$ cat config.mk
export PLATFORM = sky130hd
export DESIGN_NAME = obd_bank_ctrl
export DESIGN_NICKNAME = d
export VERILOG_FILES = /design/src/hdl/obd_pkg.sv /design/src/hdl/obd_bank_ctrl.sv /design/src/hdl/obd_port_div.sv
export SDC_FILE = /design/constraint.sdc
export NUM_CORES = 1
export LEC_CHECK = 0
export BUFFER_PORTS_ARGS = -buffer_cell sky130_fd_sc_hd__buf_2
export CELL_PAD_IN_SITES_DETAIL_PLACEMENT = 1
export CELL_PAD_IN_SITES_GLOBAL_PLACEMENT = 1
export CORE_MARGIN = 2
export CORE_UTILIZATION = 28
export CTS_CLUSTER_DIAMETER = 120
export CTS_CLUSTER_SIZE = 12
export DETAILED_ROUTE_END_ITERATION = 10
export GPL_TIMING_DRIVEN = 0
export PLACE_DENSITY = 0.62
export SYNTH_ARGS = -nofsm -noshare
export SYNTH_HDL_FRONTEND = slang
export SYNTH_SLANG_ARGS = --single-unit
$ cat constraint.sdc
create_clock -name CLOCK -period 7.2 [get_ports CLOCK]
set_input_delay 1.08 -clock CLOCK [delete_from_list [all_inputs] [get_ports CLOCK]]
set_output_delay 1.08 -clock CLOCK [all_outputs]
set_load 0.005 [all_outputs]
$ cat src/hdl/obd_pkg.sv
// package: constants and summary of operation of the output bank block
// Summary of operation
// - Output ports one to eight form four banks of two consecutive ports.
// - A bank's source applies to both of its ports together, never apart.
// - Banks hold ports 1-2, 3-4, 5-6 and 7-8, first to fourth in order.
// - Either PLL side may drive any bank, so one side alone can feed all.
// - Each side claims banks contiguously; Y follows X and is clipped to the banks X leaves.
// - Each side's reference-to-VCXO skew is programmable down to zero.
// - Ports 2, 4, 5 and 7 alone correct duty cycle for every odd ratio from 3 up.
// - Symmetry-corrected ports offer no bypass and divide by at least 2.
// - Ports 1, 3, 6 and 8 may bypass the divider or use any 20-bit ratio.
// - Every port divider accepts any ratio up to 1,048,576; corrected ports run 1 as 2.
package obd_pkg;

  //--------------------------------------------------------------------------
  // structure
  //--------------------------------------------------------------------------
  localparam int          NUM_PORTS     = 8;
  localparam int          NUM_BANKS     = 4;
  localparam int          PORTS_PER_BNK = 2;
  localparam int          NUM_SIDES     = 2;
  localparam int          SIDE_X        = 0;
  localparam int          SIDE_Y        = 1;
  localparam int          BANK_CNT_W    = 3;
  localparam logic [2:0]  BANK_CNT_MAX  = 3'h4;

  //--------------------------------------------------------------------------
  // dividers: field holds ratio minus one, so 0 means divide by 1
  //--------------------------------------------------------------------------
  localparam int          DIV_W         = 20;
  localparam int          DIV_MAX_RATIO = 1048576;
  localparam logic [7:0]  SYM_PORT_MASK = 8'h5A; // ports 2,4,5,7

  //--------------------------------------------------------------------------
  // skew delay and reset values
  //--------------------------------------------------------------------------
  localparam int          SKEW_W        = 4;
  localparam int          SKEW_MAX      = 15;
  localparam logic [2:0]  BANK_CNT_RST  = 3'h0;
  localparam logic [3:0]  SKEW_RST      = 4'h0;
  localparam logic [19:0] DIV_M1_RST    = 20'h00000;
  localparam int          CLK_HZ        = 40000000;

endpackage : obd_pkg

$ cat src/hdl/obd_bank_ctrl.sv
// module: output bank ownership, skew delay and port dividers
`timescale 1ns/1ps
module obd_bank_ctrl
  import obd_pkg::*;
(
  input  wire logic                              CLOCK,
  input  wire logic                              RST,
  input  wire logic                              CFG_LOAD,
  input  wire logic [obd_pkg::BANK_CNT_W-1:0]    X_BANK_COUNT,
  input  wire logic [obd_pkg::BANK_CNT_W-1:0]    Y_BANK_COUNT,
  input  wire logic [obd_pkg::SKEW_W-1:0]        X_SKEW,
  input  wire logic [obd_pkg::SKEW_W-1:0]        Y_SKEW,
  input  wire logic [obd_pkg::NUM_PORTS*obd_pkg::DIV_W-1:0] DIV_M1,
  input  wire logic                              X_EDGE,
  input  wire logic                              Y_EDGE,
  output logic      [obd_pkg::NUM_BANKS-1:0]     BANK_X_OWN,
  output logic      [obd_pkg::NUM_BANKS-1:0]     BANK_Y_OWN,
  output logic                                   Y_CLIPPED,
  output logic      [obd_pkg::NUM_PORTS-1:0]     SYM_CLAMPED,
  output logic      [obd_pkg::NUM_PORTS-1:0]     OUT_CLK
);
  import obd_pkg::*;

  //--------------------------------------------------------------------------
  // configuration registers, loaded together on CFG_LOAD
  //--------------------------------------------------------------------------
  logic [NUM_BANKS-1:0]       x_own_ff;
  logic [NUM_BANKS-1:0]       y_own_ff;
  logic                       clip_ff;
  logic [SKEW_W-1:0]          skew_ff [NUM_SIDES];
  logic [NUM_PORTS*DIV_W-1:0] div_m1_ff;
  logic [NUM_BANKS-1:0]       nxt_x_own;
  logic [NUM_BANKS-1:0]       nxt_y_own;
  logic [BANK_CNT_W-1:0]      x_eff;
  logic [BANK_CNT_W-1:0]      y_lim;
  logic [BANK_CNT_W-1:0]      y_eff;
  logic [BANK_CNT_W-1:0]      xy_end;
  logic                       nxt_clip;

  // X clipped to all banks, Y to what X leaves
  assign x_eff    = (X_BANK_COUNT > BANK_CNT_MAX) ? BANK_CNT_MAX : X_BANK_COUNT;
  assign y_lim    = BANK_CNT_W'(BANK_CNT_MAX - x_eff);
  assign y_eff    = (Y_BANK_COUNT > y_lim) ? y_lim : Y_BANK_COUNT;
  assign xy_end   = BANK_CNT_W'(x_eff + y_eff);
  assign nxt_clip = (X_BANK_COUNT > BANK_CNT_MAX) || (Y_BANK_COUNT > y_lim);

  // X from the first bank upward, Y right after X's last bank
  genvar b;
  generate
    for (b = 0; b < NUM_BANKS; b++)
    begin : g_own
      assign nxt_x_own[b] = (BANK_CNT_W'(b) < x_eff);
      assign nxt_y_own[b] = (BANK_CNT_W'(b) >= x_eff) &&
                            (BANK_CNT_W'(b) < xy_end);
    end
  endgenerate

  always_ff @(posedge CLOCK)
  begin
    if (RST)
    begin
      x_own_ff        <= '0;
      y_own_ff        <= '0;
      clip_ff         <= 1'b0;
      skew_ff[SIDE_X] <= SKEW_RST;
      skew_ff[SIDE_Y] <= SKEW_RST;
      div_m1_ff       <= {NUM_PORTS{DIV_M1_RST}};
    end
    else if (CFG_LOAD)
    begin
      x_own_ff        <= nxt_x_own;
      y_own_ff        <= nxt_y_own;
      clip_ff         <= nxt_clip;
      skew_ff[SIDE_X] <= X_SKEW;
      skew_ff[SIDE_Y] <= Y_SKEW;
      div_m1_ff       <= DIV_M1;
    end
  end

  assign BANK_X_OWN = x_own_ff;
  assign BANK_Y_OWN = y_own_ff;
  assign Y_CLIPPED  = clip_ff;

  //--------------------------------------------------------------------------
  // per-side skew delay line and edge phase
  //--------------------------------------------------------------------------
  logic [NUM_SIDES-1:0] tick;
  logic [NUM_SIDES-1:0] rise;
  logic [NUM_SIDES-1:0] ph_ff;

  genvar s;
  generate
    for (s = 0; s < NUM_SIDES; s++)
    begin : g_side
      logic [SKEW_MAX:1] dly_ff;
      wire               edge_in;

      assign edge_in = (s == SIDE_X) ? X_EDGE : Y_EDGE;
      // zero skew taps the undelayed edge
      assign tick[s] = (skew_ff[s] == '0) ? edge_in : dly_ff[skew_ff[s]];
      assign rise[s] = ~ph_ff[s];   // first edge after reset is rising

      always_ff @(posedge CLOCK)
      begin
        if (RST)
        begin
          dly_ff   <= '0;
          ph_ff[s] <= 1'b0;
        end
        else
        begin
          dly_ff   <= {dly_ff[SKEW_MAX-1:1], edge_in};
          ph_ff[s] <= ph_ff[s] ^ tick[s];
        end
      end
    end
  endgenerate

  //--------------------------------------------------------------------------
  // port dividers, port p sits in bank p/2
  //--------------------------------------------------------------------------
  logic [NUM_PORTS-1:0] port_en;
  logic [NUM_PORTS-1:0] port_x;

  genvar p;
  generate
    for (p = 0; p < NUM_PORTS; p++)
    begin : g_port
      localparam int BANK = p / PORTS_PER_BNK;

      // both ports of a bank read the same owner bits
      assign port_x[p]  = x_own_ff[BANK];
      assign port_en[p] = x_own_ff[BANK] | y_own_ff[BANK];

      obd_port_div #(
        .SYMMETRIC (SYM_PORT_MASK[p]),
        .WIDTH     (DIV_W)
      ) u_div (
        .clk      (CLOCK),
        .rst      (RST),
        .en       (port_en[p]),
        .edge_en  (port_x[p] ? tick[SIDE_X] : tick[SIDE_Y]),
        .src_rise (port_x[p] ? rise[SIDE_X] : rise[SIDE_Y]),
        .ratio_m1 (div_m1_ff[p*DIV_W +: DIV_W]),
        .clk_out  (OUT_CLK[p]),
        .clamped  (SYM_CLAMPED[p])
      );
    end
  endgenerate

  //--------------------------------------------------------------------------
  // checks
  //--------------------------------------------------------------------------
  // banks in use by either side, requested bank total
  logic [NUM_BANKS-1:0]  used;
  logic [BANK_CNT_W:0]   cnt_sum;
  assign used    = x_own_ff | y_own_ff;
  assign cnt_sum = {1'b0, X_BANK_COUNT} + {1'b0, Y_BANK_COUNT};
endmodule : obd_bank_ctrl

$ cat src/hdl/obd_port_div.sv
// module: one output port divider driven by source edge enables
`timescale 1ns/1ps
module obd_port_div
  import obd_pkg::*;
#(
  parameter bit SYMMETRIC = 1'b0,
  parameter int WIDTH     = 20
)
(
  input  wire logic             clk,
  input  wire logic             rst,
  input  wire logic             en,
  input  wire logic             edge_en,
  input  wire logic             src_rise,
  input  wire logic [WIDTH-1:0] ratio_m1,
  output logic                  clk_out,
  output logic                  clamped
);

  //--------------------------------------------------------------------------
  // ratio decode
  //--------------------------------------------------------------------------
  logic [WIDTH-1:0] cnt_ff;
  logic [WIDTH-1:0] nxt_cnt;
  logic             out_ff;
  logic             nxt_out;
  logic             clamp_ff;
  wire              ratio_one;
  wire              bypass;
  wire [WIDTH-1:0]  eff_m1;
  wire              count_tick;
  wire              at_end;

  assign ratio_one  = (ratio_m1 == '0);
  // corrected ports never bypass, ratio 1 runs as 2
  assign eff_m1     = (SYMMETRIC && ratio_one) ? WIDTH'(1) : ratio_m1;
  assign bypass     = !SYMMETRIC && ratio_one;
  // corrected ports count both edges for 50/50 odd ratios
  assign count_tick = edge_en && (SYMMETRIC || src_rise);
  assign at_end     = (cnt_ff == eff_m1);

  //--------------------------------------------------------------------------
  // next count and output level
  //--------------------------------------------------------------------------
  always_comb
  begin
    nxt_cnt = cnt_ff;
    nxt_out = out_ff;
    if (!en)
    begin
      nxt_cnt = '0;
      nxt_out = 1'b0;
    end
    else if (bypass)
    begin
      if (edge_en)
        nxt_out = src_rise;   // follows source
    end
    else if (count_tick)
    begin
      nxt_cnt = at_end ? '0 : cnt_ff + 1'b1;   // full 20-bit range
      if (SYMMETRIC)
      begin
        if (at_end)
          nxt_out = ~out_ff;  // toggle every n edges
      end
      else
        nxt_out = (nxt_cnt <= (eff_m1 >> 1));  // high ceil(n/2) of n
    end
  end

  //--------------------------------------------------------------------------
  // state
  //--------------------------------------------------------------------------
  always_ff @(posedge clk)
  begin
    if (rst)
    begin
      cnt_ff   <= '0;
      out_ff   <= 1'b0;
      clamp_ff <= 1'b0;
    end
    else
    begin
      cnt_ff   <= nxt_cnt;
      out_ff   <= nxt_out;
      clamp_ff <= SYMMETRIC && ratio_one;
    end
  end

  assign clk_out = out_ff;
  assign clamped = clamp_ff;
endmodule : obd_port_div
==> metrics <==
R2R Path Start g_port[2].u_div.cnt_ff[0]; detailed-route wire length per cell 19.76 um; required time worst endpoint 7.67 ns; Top Ports slightly above 200; sequential element share of the synthesized area 0.3538; cells after synthesis 2519; peak supply drop 129.7 uV; area leader, netlist dfxtp_1; critical path, cell by cell clkbuf_1 > xor2_1 > nor4_1 > nand3_1 > nor2_1 > clkbuf_1 > buf_1 > nor2_1 > ha_1 > nand4_1 > or4_1 > o22ai_1 > a21oi_1 > a22o_1 > o31ai_1; Comb pwr share 0.156; Final HPWL DP between 50000 and 60000 um; vias 19483; endpoint type of the worst setup path flop; worst slew pin tran 1.291 ns; CP peak stage delay 0.56 ns; port bufs roughly 200; Pre-antenna DRT Iters 5; RR Endpoint g_port[2].u_div.clk_out; share of layout cells above drive strength 1 0.1243; clock skew 0.02135 ns; vias in the first global route 20861; Reg2Reg Setup Slack 2.49 ns; core area 0.07721 sq mm; antenna-violating nets left 0; multiplexer area fraction after synthesis 0.1008; CTS Hold Buffers Added 0; global placement routability congestion 0.8816; CTS clk-pin slew, worst paths roughly 0.070 ns; placed insts 3760; HP Class reg -> reg; Final Max Slew Viols 0; crit path DAT 5.18 ns; Die X 282.9 um; clock buffer depth 3; row count 102; initial drt markers between 800 and 900; Crit path depth 15; Sw Pwr roughly 1400 uW; mean area per synthesized cell 8.647 sq um; sw frac 0.2938; DRT Wirelength 75240 um; Clock Latency Late Sink about 0.56 ns; # Post-CTS Setup Buffers 0; average vias per placed instance 5.118; Adder-Cell Fraction of Synth Area 0.05377; critical path launch point g_port[2].u_div.cnt_ff[0]; Antenna diodes 0; CP max stage cell nor2_1; Hold Crit Endpoint g_side[1].dly_ff[10]; total gr overflow 0; clk root buf clkbuf_16; max-cap viol count 0; largest cells by area after synthesis dfxtp_1 (34%), mux2i_1 (9.1%), xnor2_1 (7.5%), ha_1 (5.3%), nor2_1 (5.2%); CTS tree yes; PwrDens 192.3 mW/mm^2; H-tree depth 2; period utilization 0.6544; CP Class reg -> reg; Post-Route Setup TNS 0 ns; status finished clean; Initial Util 0.2821; first-pass GRT wire length 119000 um; reg2reg path depth 15; ys flop type dfxtp_1; Hold Path Stages 1; Int Pwr 3404 uW; number of remaining DRC errors 0; RSZ-0062 raised after global routing false; full die area ~0.080 sq mm; Post-Synth XOR/XNOR Area 0.1029; simple-gate share of the synthesized area 0.2188; Mapped Area 0.02178 sq mm; top-area cell type share of the netlist area 0.3428; compound-gate portion of the synthesized area 0.1178; Leak Pwr slightly above 0.009 uW; CTS sink cnt around 380; Area Overhead vs Synth 15.06%; largest family of logic cells by synthesized area simple AND/OR/NAND/NOR gates; Period minus WS final 4.712 ns; initial antenna violation count 5; Slew HR 0.1395; Die H 282.9 um; Hold Vio Cnt, Final 0; post-CTS sizing 0; fin cells between 3000 and 4000; WP buf/inv 3; Setup crit start kind flop; hold path startpoint g_side[1].dly_ff[9]; Synth warnings 0; Synth Register Bits 381; fraction of registers with async set or reset after synthesis 0; final net count approximately 3000; CTS Buf Count 37; sequential power share 0.473; CP delay by family, top simple AND/OR/NAND/NOR gates; Post-synth EDFFs 8; Max FO, Critical Path 10; GRT Overall Usage 0.1851; Max Clk Rate 212.2 MHz; final setup vio count 0; Clk network pwr share 0.371; post-synth cell types 70; largest net degree at the start of global routing 14
routing by layer:
| layer | track usage | part of all wire |
|---|---|---|
| met5 | 0 | 0.00029 |
| met1 | 0.2389 | 0.46 |
| met4 | 0.05253 | 0.027 |
| met3 | 0.02448 | 0.034 |
| met2 | 0.3213 | 0.48 |
metrics by stage:
step,util,hold slack [ns],setup WS (ns),instance area (sq um),power [uW]
6_report,0.3246,0.4566,2.488,25060,4819
5_1_grt,0.3246,0.4719,2.004,25060,5071
4_1_cts,0.3246,0.4624,2.530,25060,4912
3_5_place_dp,0.3120,0.4601,2.470,24090,3084
3_3_place_gp,0.3119,0.4473,2.359,24090,3058
2_1_floorplan,-,0.4303,3.198,21790,2779
synth_stat cells (6+ instances only):
library cell,instances
nand4_1,83
nand2_1,128
inv_1,103
nor3_1,22
buf_4,21
nor2_2,6
buf_1,17
or2_2,12
nor4_1,64
or3_1,49
a211o_1,9
nor2_1,301
a21oi_2,25
o22ai_1,22
nor3b_1,9
a32o_1,22
xnor2_1,187
ha_1,92
o31ai_1,44
a31oi_1,15
mux2i_1,198
edfxtp_1,8
dfxtp_1,373
clkbuf_1,100
o21ai_0,62
a21oi_1,109
a311oi_1,8
or4_1,40
a21boi_0,8
nor2b_1,38
and2_1,21
nand2b_1,10
xor2_1,69
a211oi_1,9
and3_1,26
and4_1,13
nand3_1,91
buf_2,18
power groups by stage:
stage | Combinational, uW | Clock, uW | Sequential [uW]
2_1_floorplan | 493 | 0 | 2290
3_3_place_gp | 732 | 0 | 2330
3_5_place_dp | 756 | 0 | 2330
4_1_cts | 760 | 1870 | 2280
5_1_grt | 834 | 1950 | 2290
6_report | 753 | 1790 | 2280
flip-flops by register name, summed over array words and instances (netlist names), 2 cells and up:
register,flops
skew_ff,8
g_port.u_div.cnt_ff,160
BANK_Y_OWN,4
div_m1_ff,160
BANK_X_OWN,4
ph_ff,2
g_port.u_div.clk_out,8
g_side.dly_ff,30
g_port.u_div.clamped,4
cell usage in the layout (no fill, tap or decap), drive strengths merged, types with 49 or more instances in the layout:
cell type  count
nor4          64
o21ai         63
xnor2        187
xor2          69
clkbuf       145
nand2        128
ha            92
or3           49
inv          105
mux2i        198
dfxtp        373
nand4         83
a21oi        134
nor2         307
nand3         91
buf          259
final cells by class:
class | count | area (sq um)
clock inverters | 2 | 17.52
multi-input cells | 1877 | 12960
inverters | 103 | 386.6
plain buffers | 161 | 745.7
fillers | 9152 | 52150
well taps | 1040 | 1301
clock buffers | 45 | 955.9
repair buffers | 198 | 991.0
flip-flops and latches | 381 | 7707
cells by family (layout without fill, tap and decap cells):
family / after synthesis / in the layout
adders and majority gates: 93 / 93
other: 1 / 4
AOI/OAI and AO/OA: 379 / 379
DFF: 381 / 381
buffers and inverters: 264 / 509
and+or+nand+nor: 933 / 933
xor gates and xnor gates: 256 / 256
muxes: 212 / 212
worst register-to-register path: stages, from the launching register on:
cell and delay, ns:
dfxtp_1 0.33, clkbuf_1 0.35, xor2_1 0.13, nor4_1 0.31, nand3_1 0.27, nor2_1 0.56
clkbuf_1 0.44, buf_1 0.39, nor2_1 0.12, ha_1 0.31, nand4_1 0.14, or4_1 0.56
o22ai_1 0.15, a21oi_1 0.06, a22o_1 0.29, o31ai_1 0.18
how the worst max path moves through the flow:
stage                         endpoint  slack [ns]
2_1_floorplan            BANK_Y_OWN[1]        3.20
3_3_place_gp             div_m1_ff[59]        2.36
3_5_place_dp             BANK_Y_OWN[1]        2.47
4_1_cts        g_port[2].u_div.clk_out        2.53
5_1_grt        g_port[2].u_div.clk_out        2.00
6_report       g_port[2].u_div.clk_out        2.49
Power figures use the tool's default switching activity.
